### src/core/tmr1_pkg.sv
// tmr1_pkg: constants, field layouts and carrier types of the timer 1 control block.
// assumes a single 100 MHz ref_clk and an Avalon-MM master with byte addressing.
package tmr1_pkg;
	// register byte offsets, one aligned 32-bit word each
	localparam logic [4:0] OFF_CTRL = 5'h00; // timer1_control
	localparam logic [4:0] OFF_CMP = 5'h04; // compare_value_register
	localparam logic [4:0] OFF_CAP = 5'h08; // capture_pulse_register
	localparam logic [4:0] OFF_STATUS = 5'h0c; // sticky events, write one to clear
	localparam logic [4:0] OFF_MASK = 5'h10; // interrupt mask
	localparam logic [4:0] OFF_COUNT = 5'h14; // live up-counter value
	localparam int unsigned ADDR_W = 5;
	localparam int unsigned DATA_W = 32;
	localparam int unsigned TREG_W = 16;

	// reset values
	localparam logic [7:0] CTRL_RESET = 8'h00;
	localparam logic [15:0] TREG_RESET = 16'hffff;

	// start_control encodings
	localparam logic [1:0] START_STOP = 2'h0; // stop and clear counter
	localparam logic [1:0] START_CMD = 2'h1; // command start
	localparam logic [1:0] START_RISE = 2'h2; // start on count pin rising edge
	localparam logic [1:0] START_FALL = 2'h3; // start on count pin falling edge

	// source_clock_select encodings
	localparam logic [1:0] CLK_SLOW = 2'h0; // fc/2^11 or fs/2^3
	localparam logic [1:0] CLK_MID = 2'h1; // fc/2^7
	localparam logic [1:0] CLK_FAST = 2'h2; // fc/2^3
	localparam logic [1:0] CLK_PIN = 2'h3; // count input pin

	// operating_mode_select encodings
	localparam logic [1:0] MODE_TIMER = 2'h0; // timer, trigger timer, event counter
	localparam logic [1:0] MODE_WINDOW = 2'h1;
	localparam logic [1:0] MODE_PWM_MEAS = 2'h2; // pulse width measurement
	localparam logic [1:0] MODE_PPG = 2'h3; // programmable_pulse_output

	// divider taps, as powers of two of fc or fs
	localparam int unsigned PRE_W = 11;
	localparam int unsigned TAP_SLOW = 11;
	localparam int unsigned TAP_MID = 7;
	localparam int unsigned TAP_FAST = 3;
	localparam int unsigned FS_DIV_W = 3;

	// status and mask bit positions
	localparam int unsigned EV_MATCH = 0; // counter matched compare value
	localparam int unsigned EV_CAPTURE = 1; // auto-capture took a value
	localparam int unsigned EV_STOP = 2; // stop mode forced the timer off
	localparam int unsigned EV_W = 3;

	// timer1_control layout, bit 7 down to bit 0
	typedef struct packed {
		logic ff_ctrl; // output_flipflop_control
		logic acap; // auto_capture_enable, or pulse output control in ppg mode
		logic [1:0] start; // start_control
		logic [1:0] clk_sel; // source_clock_select
		logic [1:0] mode; // operating_mode_select
	} tmr1_ctrl_t;

	// avalon-mm request from the master
	typedef struct packed {
		logic read;
		logic write;
		logic [ADDR_W-1:0] address;
		logic [DATA_W-1:0] writedata;
		logic [3:0] byteenable;
	} tmr1_avs_req_t;

	// counter run state
	typedef enum logic [1:0] {
		ST_STOPPED = 2'b00,
		ST_ARMED = 2'b01,
		ST_COUNTING = 2'b10
	} tmr1_run_t;
endpackage

### src/core/tmr1_stage_reg.sv
// tmr1_stage_reg: one double staged 16-bit timer register.
// assumes byte writes and the commit tick come from logic on the same clock.
`timescale 1ns/1ns
module tmr1_stage_reg
	import tmr1_pkg::*;
#(
	parameter int unsigned W = TREG_W
) (
	input wire logic clk,
	input wire logic rst,
	input wire logic wr_lo,
	input wire logic wr_hi,
	input wire logic [W-1:0] wdata,
	input wire logic commit,
	input wire logic load,
	input wire logic [W-1:0] load_val,
	output logic [W-1:0] active
);
	logic [W/2-1:0] lo_r, lo_nxt; // staged lower byte
	logic [W/2-1:0] hi_r, hi_nxt; // staged upper byte
	logic pend_r, pend_nxt; // upper byte written, not yet active
	logic [W-1:0] act_r, act_nxt; // value the counter logic sees

	// staging and transfer on the source clock tick
	always_comb begin
		lo_nxt = lo_r;
		hi_nxt = hi_r;
		pend_nxt = pend_r;
		act_nxt = act_r;
		if (load) begin // capture writes straight through
			act_nxt = load_val;
		end else if (pend_r && commit) begin
			act_nxt = {hi_r, lo_r};
			pend_nxt = 1'b0;
		end
		if (wr_lo) begin // lower byte alone never reaches the active value
			lo_nxt = wdata[W/2-1:0];
		end
		if (wr_hi) begin // a fresh upper write re-arms, so it wins over a commit
			hi_nxt = wdata[W-1:W/2];
			pend_nxt = 1'b1;
		end
	end

	// registers only
	always_ff @(posedge clk or posedge rst) begin
		if (rst) begin
			lo_r <= TREG_RESET[W/2-1:0];
			hi_r <= TREG_RESET[W-1:W/2];
			pend_r <= 1'b0;
			act_r <= TREG_RESET[W-1:0];
		end else begin
			lo_r <= lo_nxt;
			hi_r <= hi_nxt;
			pend_r <= pend_nxt;
			act_r <= act_nxt;
		end
	end

	assign active = act_r;
endmodule

### src/core/tmr1_ctrl.sv
// tmr1_ctrl: control register, clock selection, staged timer registers and auto-capture
// of the 16-bit timer 1, reached over avalon-mm.
// assumes pins and the low-frequency clock arrive unsynchronised; divider select is local.
// How it works
// - one control byte, compare and capture registers
// - clock select picks fc or fs taps, pin
// - timer registers take effect after upper byte
// - auto-capture only in timer, event, window modes
// - stop mode clears start field, halts counter
// - capture copies counter on every source tick while counting
//
// Register access over Avalon-MM and the register offsets were decided locally.
`timescale 1ns/1ns
module tmr1_ctrl
	import tmr1_pkg::*;
(
	input wire logic ref_clk,
	input wire logic rst,
	input wire tmr1_avs_req_t avs_req,
	output logic [DATA_W-1:0] avs_readdata,
	output logic avs_waitrequest,
	input wire logic fs_clk_pin,
	input wire logic count_input_pin,
	input wire logic divider_select_bit,
	input wire logic slow_mode_pin,
	input wire logic stop_mode_pin,
	output logic irq
);
	// true when the low n bits of the prescaler are all ones
	function automatic logic tap_hit(input logic [PRE_W-1:0] v, input int unsigned n);
		logic [PRE_W-1:0] m;
		m = PRE_W'((32'h1 << n) - 32'h1);
		tap_hit = ((v & m) == m);
	endfunction

	// synchronisers: stage 1 feeds only stage 2
	logic [2:0] fs_s1_r, fs_s2_r; // fs clock, count pin, slow mode
	logic stop_s1_r, stop_s2_r; // stop mode request
	logic fs_d_r, pin_d_r, stop_d_r; // delayed copies for edges
	logic slow_lvl;
	logic fs_rise, pin_rise, pin_fall, stop_entry;

	always_ff @(posedge ref_clk or posedge rst) begin
		if (rst) begin
			fs_s1_r <= 3'h0;
			fs_s2_r <= 3'h0;
			stop_s1_r <= 1'b0;
			stop_s2_r <= 1'b0;
			fs_d_r <= 1'b0;
			pin_d_r <= 1'b0;
			stop_d_r <= 1'b0;
		end else begin
			fs_s1_r <= {slow_mode_pin, count_input_pin, fs_clk_pin};
			fs_s2_r <= fs_s1_r;
			stop_s1_r <= stop_mode_pin;
			stop_s2_r <= stop_s1_r;
			fs_d_r <= fs_s2_r[0];
			pin_d_r <= fs_s2_r[1];
			stop_d_r <= stop_s2_r;
		end
	end

	always_comb begin
		fs_rise = fs_s2_r[0] & ~fs_d_r;
		pin_rise = fs_s2_r[1] & ~pin_d_r;
		pin_fall = ~fs_s2_r[1] & pin_d_r;
		slow_lvl = fs_s2_r[2];
		stop_entry = stop_s2_r & ~stop_d_r; // entry edge only; level re-forces nothing
	end

	// dividers: fc prescaler and fs/8
	logic [PRE_W-1:0] pre_r, pre_nxt;
	logic [FS_DIV_W-1:0] fsd_r, fsd_nxt;
	logic fs_tick;
	always_comb begin
		pre_nxt = pre_r + PRE_W'(1);
		fsd_nxt = fs_rise ? fsd_r + FS_DIV_W'(1) : fsd_r;
		fs_tick = fs_rise && (fsd_r == {FS_DIV_W{1'b1}});
	end
	always_ff @(posedge ref_clk or posedge rst) begin
		if (rst) begin
			pre_r <= '0;
			fsd_r <= '0;
		end else begin
			pre_r <= pre_nxt;
			fsd_r <= fsd_nxt;
		end
	end

	// control, status, mask and bus answer
	tmr1_ctrl_t ctrl_r, ctrl_nxt, wctrl;
	logic [EV_W-1:0] st_r, st_nxt, mask_r, mask_nxt, ev;
	logic wait_r, wait_nxt;
	logic [DATA_W-1:0] rd_r, rd_nxt;
	logic irq_r, irq_nxt;
	logic acc, wr_acc;
	logic [TREG_W-1:0] cmp_val, cap_val, cnt_r, cnt_nxt;
	tmr1_run_t run_r, run_nxt;
	logic src_tick, cap_on, cap_load, cmp_match;

	// one wait cycle, then a single-cycle answer
	always_comb begin
		acc = (avs_req.read | avs_req.write) & ~wait_r;
		wr_acc = acc & avs_req.write;
		wait_nxt = ~((avs_req.read | avs_req.write) & wait_r);
	end

	// source clock selection
	always_comb begin
		unique case (ctrl_r.clk_sel)
			CLK_SLOW: begin // low-frequency path in slow mode or with divider select
				src_tick = (divider_select_bit | slow_lvl) ? fs_tick
					: tap_hit(pre_r, TAP_SLOW);
			end
			CLK_MID: src_tick = tap_hit(pre_r, TAP_MID);
			CLK_FAST: src_tick = tap_hit(pre_r, TAP_FAST);
			CLK_PIN: src_tick = pin_rise;
		endcase
	end

	// control register writes, with fields locked while running
	always_comb begin
		wctrl = avs_req.writedata[7:0];
		ctrl_nxt = ctrl_r;
		if (wr_acc && avs_req.address == OFF_CTRL && avs_req.byteenable[0]) begin
			ctrl_nxt.start = wctrl.start;
			ctrl_nxt.acap = wctrl.acap;
			if (ctrl_r.start == START_STOP) begin // the whole byte only takes while stopped
				ctrl_nxt = wctrl;
			end else if (ctrl_r.mode == MODE_PPG) begin
				ctrl_nxt.acap = ctrl_r.acap; // pulse output control is locked too
			end
		end
		if (stop_entry) begin // hardware clear beats a simultaneous write
			ctrl_nxt.start = START_STOP;
		end
		mask_nxt = mask_r;
		if (wr_acc && avs_req.address == OFF_MASK && avs_req.byteenable[0]) begin
			mask_nxt = avs_req.writedata[EV_W-1:0];
		end
		st_nxt = st_r;
		if (wr_acc && avs_req.address == OFF_STATUS && avs_req.byteenable[0]) begin
			st_nxt = st_r & ~avs_req.writedata[EV_W-1:0];
		end
		st_nxt = st_nxt | ev; // a new event wins over the clear
		irq_nxt = |(st_nxt & mask_nxt);
	end

	// counter run state and up-count
	always_comb begin
		run_nxt = run_r;
		cnt_nxt = cnt_r;
		cmp_match = 1'b0;
		unique case (ctrl_r.start)
			START_STOP: begin // stop and clear
				run_nxt = ST_STOPPED;
				cnt_nxt = '0;
			end
			START_CMD: run_nxt = ST_COUNTING;
			START_RISE: if (run_r == ST_STOPPED) run_nxt = pin_rise ? ST_COUNTING : ST_ARMED;
				else if (run_r == ST_ARMED && pin_rise) run_nxt = ST_COUNTING;
			START_FALL: if (run_r == ST_STOPPED) run_nxt = pin_fall ? ST_COUNTING : ST_ARMED;
				else if (run_r == ST_ARMED && pin_fall) run_nxt = ST_COUNTING;
		endcase
		if (stop_entry) begin // halt at once on stop mode entry
			run_nxt = ST_STOPPED;
			cnt_nxt = '0;
		end else if (run_r == ST_COUNTING && ctrl_r.start != START_STOP && src_tick) begin
			if (cnt_r == cmp_val) begin // match clears and restarts
				cnt_nxt = '0;
				cmp_match = 1'b1;
			end else begin
				cnt_nxt = cnt_r + TREG_W'(1);
			end
		end
	end

	// capture only in the modes that allow it
	always_comb begin
		cap_on = ctrl_r.acap && (ctrl_r.mode == MODE_TIMER || ctrl_r.mode == MODE_WINDOW);
		cap_load = cap_on && run_r == ST_COUNTING && src_tick;
		ev = '0;
		ev[EV_MATCH] = cmp_match;
		ev[EV_CAPTURE] = cap_load;
		ev[EV_STOP] = stop_entry;
	end

	// read data mux; unmapped words read zero
	// latched on the edge that ends the wait cycle, so the data stand in the cycle waitrequest is low
	always_comb begin
		rd_nxt = '0;
		if (avs_req.read && wait_r) begin
			unique case (avs_req.address)
				OFF_CTRL: rd_nxt = DATA_W'(ctrl_r);
				OFF_CMP: rd_nxt = DATA_W'(cmp_val);
				OFF_CAP: rd_nxt = DATA_W'(cap_val);
				OFF_STATUS: rd_nxt = DATA_W'(st_r);
				OFF_MASK: rd_nxt = DATA_W'(mask_r);
				OFF_COUNT: rd_nxt = DATA_W'(cnt_r);
				default: rd_nxt = '0;
			endcase
		end
	end

	// registers only
	always_ff @(posedge ref_clk or posedge rst) begin
		if (rst) begin
			ctrl_r <= CTRL_RESET;
			st_r <= '0;
			mask_r <= '0;
			wait_r <= 1'b1;
			rd_r <= '0;
			irq_r <= 1'b0;
			run_r <= ST_STOPPED;
			cnt_r <= '0;
		end else begin
			ctrl_r <= ctrl_nxt;
			st_r <= st_nxt;
			mask_r <= mask_nxt;
			wait_r <= wait_nxt;
			rd_r <= rd_nxt;
			irq_r <= irq_nxt;
			run_r <= run_nxt;
			cnt_r <= cnt_nxt;
		end
	end

	// two staged timer registers; the second takes writes only in ppg mode
	logic [1:0] sel_wr, sel_lo, sel_hi;
	logic [1:0][TREG_W-1:0] treg_val;
	always_comb begin
		sel_wr[0] = wr_acc && avs_req.address == OFF_CMP;
		sel_wr[1] = wr_acc && avs_req.address == OFF_CAP && ctrl_r.mode == MODE_PPG;
		sel_lo = sel_wr & {2{avs_req.byteenable[0]}};
		sel_hi = sel_wr & {2{avs_req.byteenable[1]}};
	end
	genvar gi;
	generate
		for (gi = 0; gi < 2; gi++) begin : g_treg
			tmr1_stage_reg #(.W(TREG_W)) u_treg (
				.clk(ref_clk),
				.rst(rst),
				.wr_lo(sel_lo[gi]),
				.wr_hi(sel_hi[gi]),
				.wdata(avs_req.writedata[TREG_W-1:0]),
				.commit(src_tick),
				.load(gi == 1 ? cap_load : 1'b0),
				.load_val(cnt_r),
				.active(treg_val[gi])
			);
		end
	endgenerate
	assign cmp_val = treg_val[0];
	assign cap_val = treg_val[1];

	assign avs_readdata = rd_r;
	assign avs_waitrequest = wait_r;
	assign irq = irq_r;
endmodule

### config.mk
export PLATFORM = sky130hd
export DESIGN_NAME = tmr1_ctrl
export DESIGN_NICKNAME = d
export VERILOG_FILES = /design/src/core/tmr1_pkg.sv /design/src/core/tmr1_stage_reg.sv /design/src/core/tmr1_ctrl.sv
export SDC_FILE = /design/constraint.sdc
export NUM_CORES = 1
export LEC_CHECK = 0
export BUFFER_PORTS_ARGS = -buffer_cell sky130_fd_sc_hd__buf_4
export CAP_MARGIN = 40
export CORE_UTILIZATION = 33
export CTS_CLUSTER_SIZE = 30
export DETAILED_ROUTE_END_ITERATION = 16
export GPL_ROUTABILITY_DRIVEN = 0
export SYNTH_ARGS = -nofsm -noshare
export SYNTH_HDL_FRONTEND = slang
export SYNTH_SLANG_ARGS = --single-unit
### constraint.sdc
create_clock -name ref_clk -period 14.3 [get_ports ref_clk]
set_input_delay 4.29 -clock ref_clk [delete_from_list [all_inputs] [get_ports ref_clk]]
set_output_delay 4.29 -clock ref_clk [all_outputs]
set_load 0.01 [all_outputs]
# Word level (Yosys, flattened, before mapping)
# Index checks and enable logic that the tools add are counted.
dict set report totals {
  input_bits 50
  reg_bits 157
}
dict set report classes {
  n_mux 33
  n_bitwise 21
  eq_ne 24
  reduce_logical 37
  addsub 3
}
# op n
set ops {}
lappend ops {{two-way mux 16 bit} 6}
lappend ops {{case mux 16 bit (6 select lines)} 1}
lappend ops {{two-way mux 32 bit} 1}
lappend ops {{logical AND 1 bit} 20}
lappend ops {{adder 16 x 1 -> 16 bit, second input constant} 1}
lappend ops {{== test 16 bit} 1}
lappend ops {{two-way mux 2 bit} 8}
lappend ops {{== test 2 bit, second input constant} 6}
lappend ops {{adder 11 x 1 -> 11 bit, second input constant} 1}
lappend ops {{== test 11 bit, second input constant} 1}
lappend ops {{two-way mux 1 bit} 11}
lappend ops {{== test 5 x 4 -> 1 bit, second input constant} 2}
lappend ops {{== test 5 bit, second input constant} 2}
lappend ops {{nonzero test 2 bit} 5}
lappend ops {{== test 2 x 1 -> 1 bit, second input constant} 4}
lappend ops {{zero test 2 bit} 4}
lappend ops {{!= test 4 bit, second input constant} 2}
lappend ops {{case mux 2 bit (4 select lines)} 1}
lappend ops {{AND reduction 2 bit} 4}
lappend ops {{bitwise AND 1 bit} 7}
lappend ops {{== test 7 bit, second input constant} 1}
lappend ops {{bitwise AND 3 bit} 2}
lappend ops {{== test 3 bit, second input constant} 2}
lappend ops {{two-way mux 3 bit} 2}
lappend ops {{16 further kinds} 23}

# Logic depth before layout (Yosys ltp)
dict set report logic_depth {
  ltp_word 11
  depth_mapped 8
  ltp_nobuf 7
}

# By module
# Synthesis repeated with hierarchy kept, for this count alone.
dict set report unflattened {
  hier_cells 633
  hier_area_um2 7091.8
}
# module n_inst cells_each area_each_um2 seq_area_each_um2
set modules_own_cells {}
lappend modules_own_cells {tmr1_ctrl 1 375 3831.2 1878.1}
lappend modules_own_cells {tmr1_stage_reg 2 129 1630.3 865.8}

# Worst setup path before layout
# OpenSTA, ideal clock, no wires.
dict set report synth_path {
  path_kind {input -> register}
  from {in divider_select_bit}
  to {reg cnt_r[11]}
  setup_slack_ns 8.585
  required_time_ns 14.210
  path_stages 6
  setup_ns 0.090
  arrival_ns 5.624
  cell_sequence {or2_1 a311oi_4 a2bb2oi_4 a211o_1 buf_2 o221ai_1}
}
dict set report synth_via {
  elab_chain_len 6
  elab_cells_between_ends 7
  classes_between {4 x mux; 1 x bitwise; 2 x reduce/logical}
}
# item line_no
set synth_lines {}
lappend synth_lines {{start, declared} tmr1_ctrl.sv:24} ;# input wire logic divider_select_bit,
lappend synth_lines {{OR 1 bit (*)} tmr1_ctrl.sv:112} ;# src_tick = (divider_select_bit | slow_lvl) ? fs_tick
lappend synth_lines {{two-way mux 1 bit (*)} tmr1_ctrl.sv:112}
lappend synth_lines {{case mux 1 bit (4 select lines) (*)} tmr1_ctrl.sv:110} ;# unique case (ctrl_r.clk_sel)
lappend synth_lines {{logical AND 1 bit (*)} tmr1_ctrl.sv:168} ;# end else if (run_r == ST_COUNTING && ctrl_r.start != START_STOP && src_tick) begin
lappend synth_lines {{two-way mux 16 bit} tmr1_ctrl.sv:168}
lappend synth_lines {{two-way mux 16 bit} tmr1_ctrl.sv:165} ;# if (stop_entry) begin
lappend synth_lines {{end signal, assigned} tmr1_ctrl.sv:224} ;# cnt_r <= cnt_nxt;
lappend synth_lines {{end, declared} tmr1_ctrl.sv:97} ;# logic [TREG_W-1:0] cmp_val, cap_val, cnt_r, cnt_nxt;
# Every way passes the cells marked *; elsewhere a longest branch is shown, timed or not.
# A chain may end at the register's enable or synchronous reset.

# Worst setup path after layout
# Ends and elaborated chain as after synthesis.

==> flow_summary.yaml <==
run_status:
  outcome: "finished, final reports clean"
clock_network:
  root_buffer: "clkbuf_16"
  post_cts_buffers: 0
  cts_resized: 0
  clk_pin_slew_ns: 0.06
  clock_path_buffers: 2
  htree_levels: 4
  cts.sinks: 141
  clkLatencyLatePin_ns: 0.42
  cts_hold_buf: 0
  cts_tree: "built"
  cts_buffers: 17
global_routing:
  overflow: 0
  track_usage: 0.1687
  grt_pass1_wl_mm: 25.95
  grt_max_degree: 70
  grt_pass1_vias: 4801
  antenna_found_initial: 0
critical_path:
  cp_num_buf_inv: 1
  critPathMaxStageDelay_ns: 0.82
  arrival_ns: 6.45
  slowest_stage: "a2111oi_4"
  crit_chain: "buf_4 > nor3b_1 > nand4_2 > a2111oi_4 > nand3_2 > o221ai_1"
  cp_max_fo: 13
  crit_family: "compound AO/OA/AOI/OAI gates"
  cp-end-kind: "flip-flop"
  crit_required_ns: 14.63
  crit_type: "in -> reg"
  worstSetupStartpointType: "primary input"
floorplan:
  fp.dieW_um: 143.5
  io_pins: 84
  dieArea_um2: 20590
  row_count: 51
  core_area_um2: 19530
  die_y_um: 143.5
  start_util: 0.3384
logic_synthesis:
  synthMuxAreaShare: 0.1017
  synthFlopType: "dfrtp_1"
  synth_top_family_by_area: "compound AO/OA/AOI/OAI gates"
  synth_seq_cells: 141
  synth_compound_area_frac: 0.1380
  synth_area_um2: 6608
  synthXorXnorAreaFrac: 0.03977
  synth_edf_count: 0
  synth_cell_types: 63
  avgSynthCellArea_um2: 12.19
  postSynthCellCount: 542
  synth-simple-area-share: 0.1123
  yosysSeqAreaShare: 0.5463
  ys_warn_count: 0
  synth-async-reset-ratio: 1.000
  synth_fa_ha_area_frac: 0.009468
drt:
  wl_met3_um: 841
  drc: 0
  top_layer: "met4"
  drt_pass1_iterations: 5
  route.vias.total: 4621
  drt_iter0_drc: 340
  viasPerCell: 5.355
  routed_wl_mm: 16.14
  wl_met2_mm: 7.672
  ant_nets: 0
  wl_met1_mm: 7.238
  wl_per_cell_um: 18.70
min_path:
  worst_hold_path_type: "reg -> reg"
finish:
  drive_gt1_frac: 0.3662
  area_growth_pct: 18.65
  fin_nets: 640
  n_antenna_cell: 0
timing:
  hold_violations: 0
  finalSetupViolations: 0
  finClkSkew_ns: 0.008141
  maxSlewViolCount: 0
  fmax_mhz: 163.4
  slew_headroom: 0.4686
  hold_ws_ns: 0.3427
  rsz0062_at_grt: "false"
  fin_crit_sh: 0.4278
  tightest_slew_ns: 0.7972
  post-route-min-period_ns: 6.118
  fin_tns_setup_ns: 0
power:
  p_leak_nw: 3.394
  p_sw_mw: 0.2443
  ir_drop_mv: 0.08108
  p_int_mw: 0.7784
  seq_power_share: 0.437
  switching_share: 0.2389
  clkPwrFrac: 0.465
  p_comb_frac: 0.098
  p_per_area_nw_per_um2: 130.4
placement:
  port_buffers: 49
  hpwl_mm: 11.06
run:
  maxCapViolations: 0
## state kept, by name (all words and copies together), names as in the netlist, 3 cells and up
| name | cells |
|---|---|
| avs_readdata | 16 |
| st_r | 3 |
| g_treg.u_treg.active | 32 |
| g_treg.u_treg.lo_r | 16 |
| ctrl_r | 8 |
| g_treg.u_treg.hi_r | 16 |
| fs_s1_r | 3 |
| pre_r | 11 |
| mask_r | 3 |
| cnt_r | 16 |
| fs_s2_r | 3 |
| fsd_r | 3 |
## metrics by stage
step	instances	total power [mW]	setup slack (ns)	instance area, um2	utilization
2_1_floorplan	557	0.5189	6.336	6664	-
3_3_place_gp	827	0.5476	7.617	7134	0.3654
3_5_place_dp	831	0.5516	7.684	7196	0.3685
4_1_cts	863	1.031	8.148	7840	0.4015
5_1_grt	863	1.060	8.009	7840	0.4015
6_report	863	1.023	8.182	7840	0.4015
## cell usage after synthesis (10+ instances only)
master,number,area (um2)
dfrtp_1,76,1902
nand4_1,12,75.07
xor2_1,20,175.2
mux2_2,47,529.3
inv_1,19,71.32
nand2_1,26,97.59
xnor2_1,10,87.58
o22ai_1,17,106.4
nand3_1,14,70.07
buf_4,19,142.6
a2bb2oi_1,17,148.9
a22oi_1,11,82.58
nor2_1,19,71.32
dfstp_2,65,1708
a222oi_1,13,130.1
clkbuf_1,22,82.58
mux2_1,10,112.6
## kinds of logic after synthesis
| logic type | after synthesis |
|---|---|
| compound gates | 110 |
| xor+xnor | 30 |
| fa+ha+maj | 5 |
| buf+inv | 68 |
| flops | 141 |
| mux | 60 |
| other cells | 1 |
| simple gates | 127 |
## power groups by stage
stage               sequential, mW  clock (mW)  combinational [mW]
global placement             0.451           0              0.0964
global route                 0.450       0.501               0.110
floorplan                    0.447           0              0.0716
CTS                          0.446       0.484               0.100
finish                       0.447       0.476               0.100
detailed placement           0.453           0              0.0991
## layout make-up
cell class / instances / area (um2)
inverter: 19 / 76.32
tap: 265 / 331.6
clock buffer: 23 / 488.0
sequential: 141 / 3610
multi-input combinational: 348 / 2711
fill: 1842 / 11690
timing repair buffer: 58 / 466.7
clock inverter: 9 / 156.4
## path summary, 6_finish.rpt
kind	startpoint	to	slack, ns	cells past startpoint
worst max register to register	pre_r[0]	cnt_r[11]	11.56	6
worst min register to register	fs_s1_r[0]	fs_s2_r[0]	0.34	0
min in group asynchronous	rst	avs_readdata[14]	3.92	2
worst max-delay path	divider_select_bit	cnt_r[11]	8.18	6
worst min-delay path	fs_s1_r[0]	fs_s2_r[0]	0.34	0
max in group asynchronous	rst	g_treg[0].u_treg.lo_r[2]	9.31	4
## cell usage in the layout, fill, tap and decap left out, types with 11 or more instances in the layout
cell type  count
a22oi_1       11
dfstp_2       65
a222oi_1      13
xor2_1        20
dfrtp_1       76
mux2_2        47
nand3_1       14
clkbuf_16     17
inv_1         18
buf_4         55
nand2_1       26
o22ai_1       17
a2bb2oi_1     17
conb_1        16
nand4_1       12
nor2_1        19
## layer usage
metal	track usage	up-vias
li1	-	2058
met1	0.2184	2372
met2	0.2670	162
met3	0.03999	29
met4	0.07671	0
met5	0	-
Note: power is estimated with default switching activity, not from simulation.
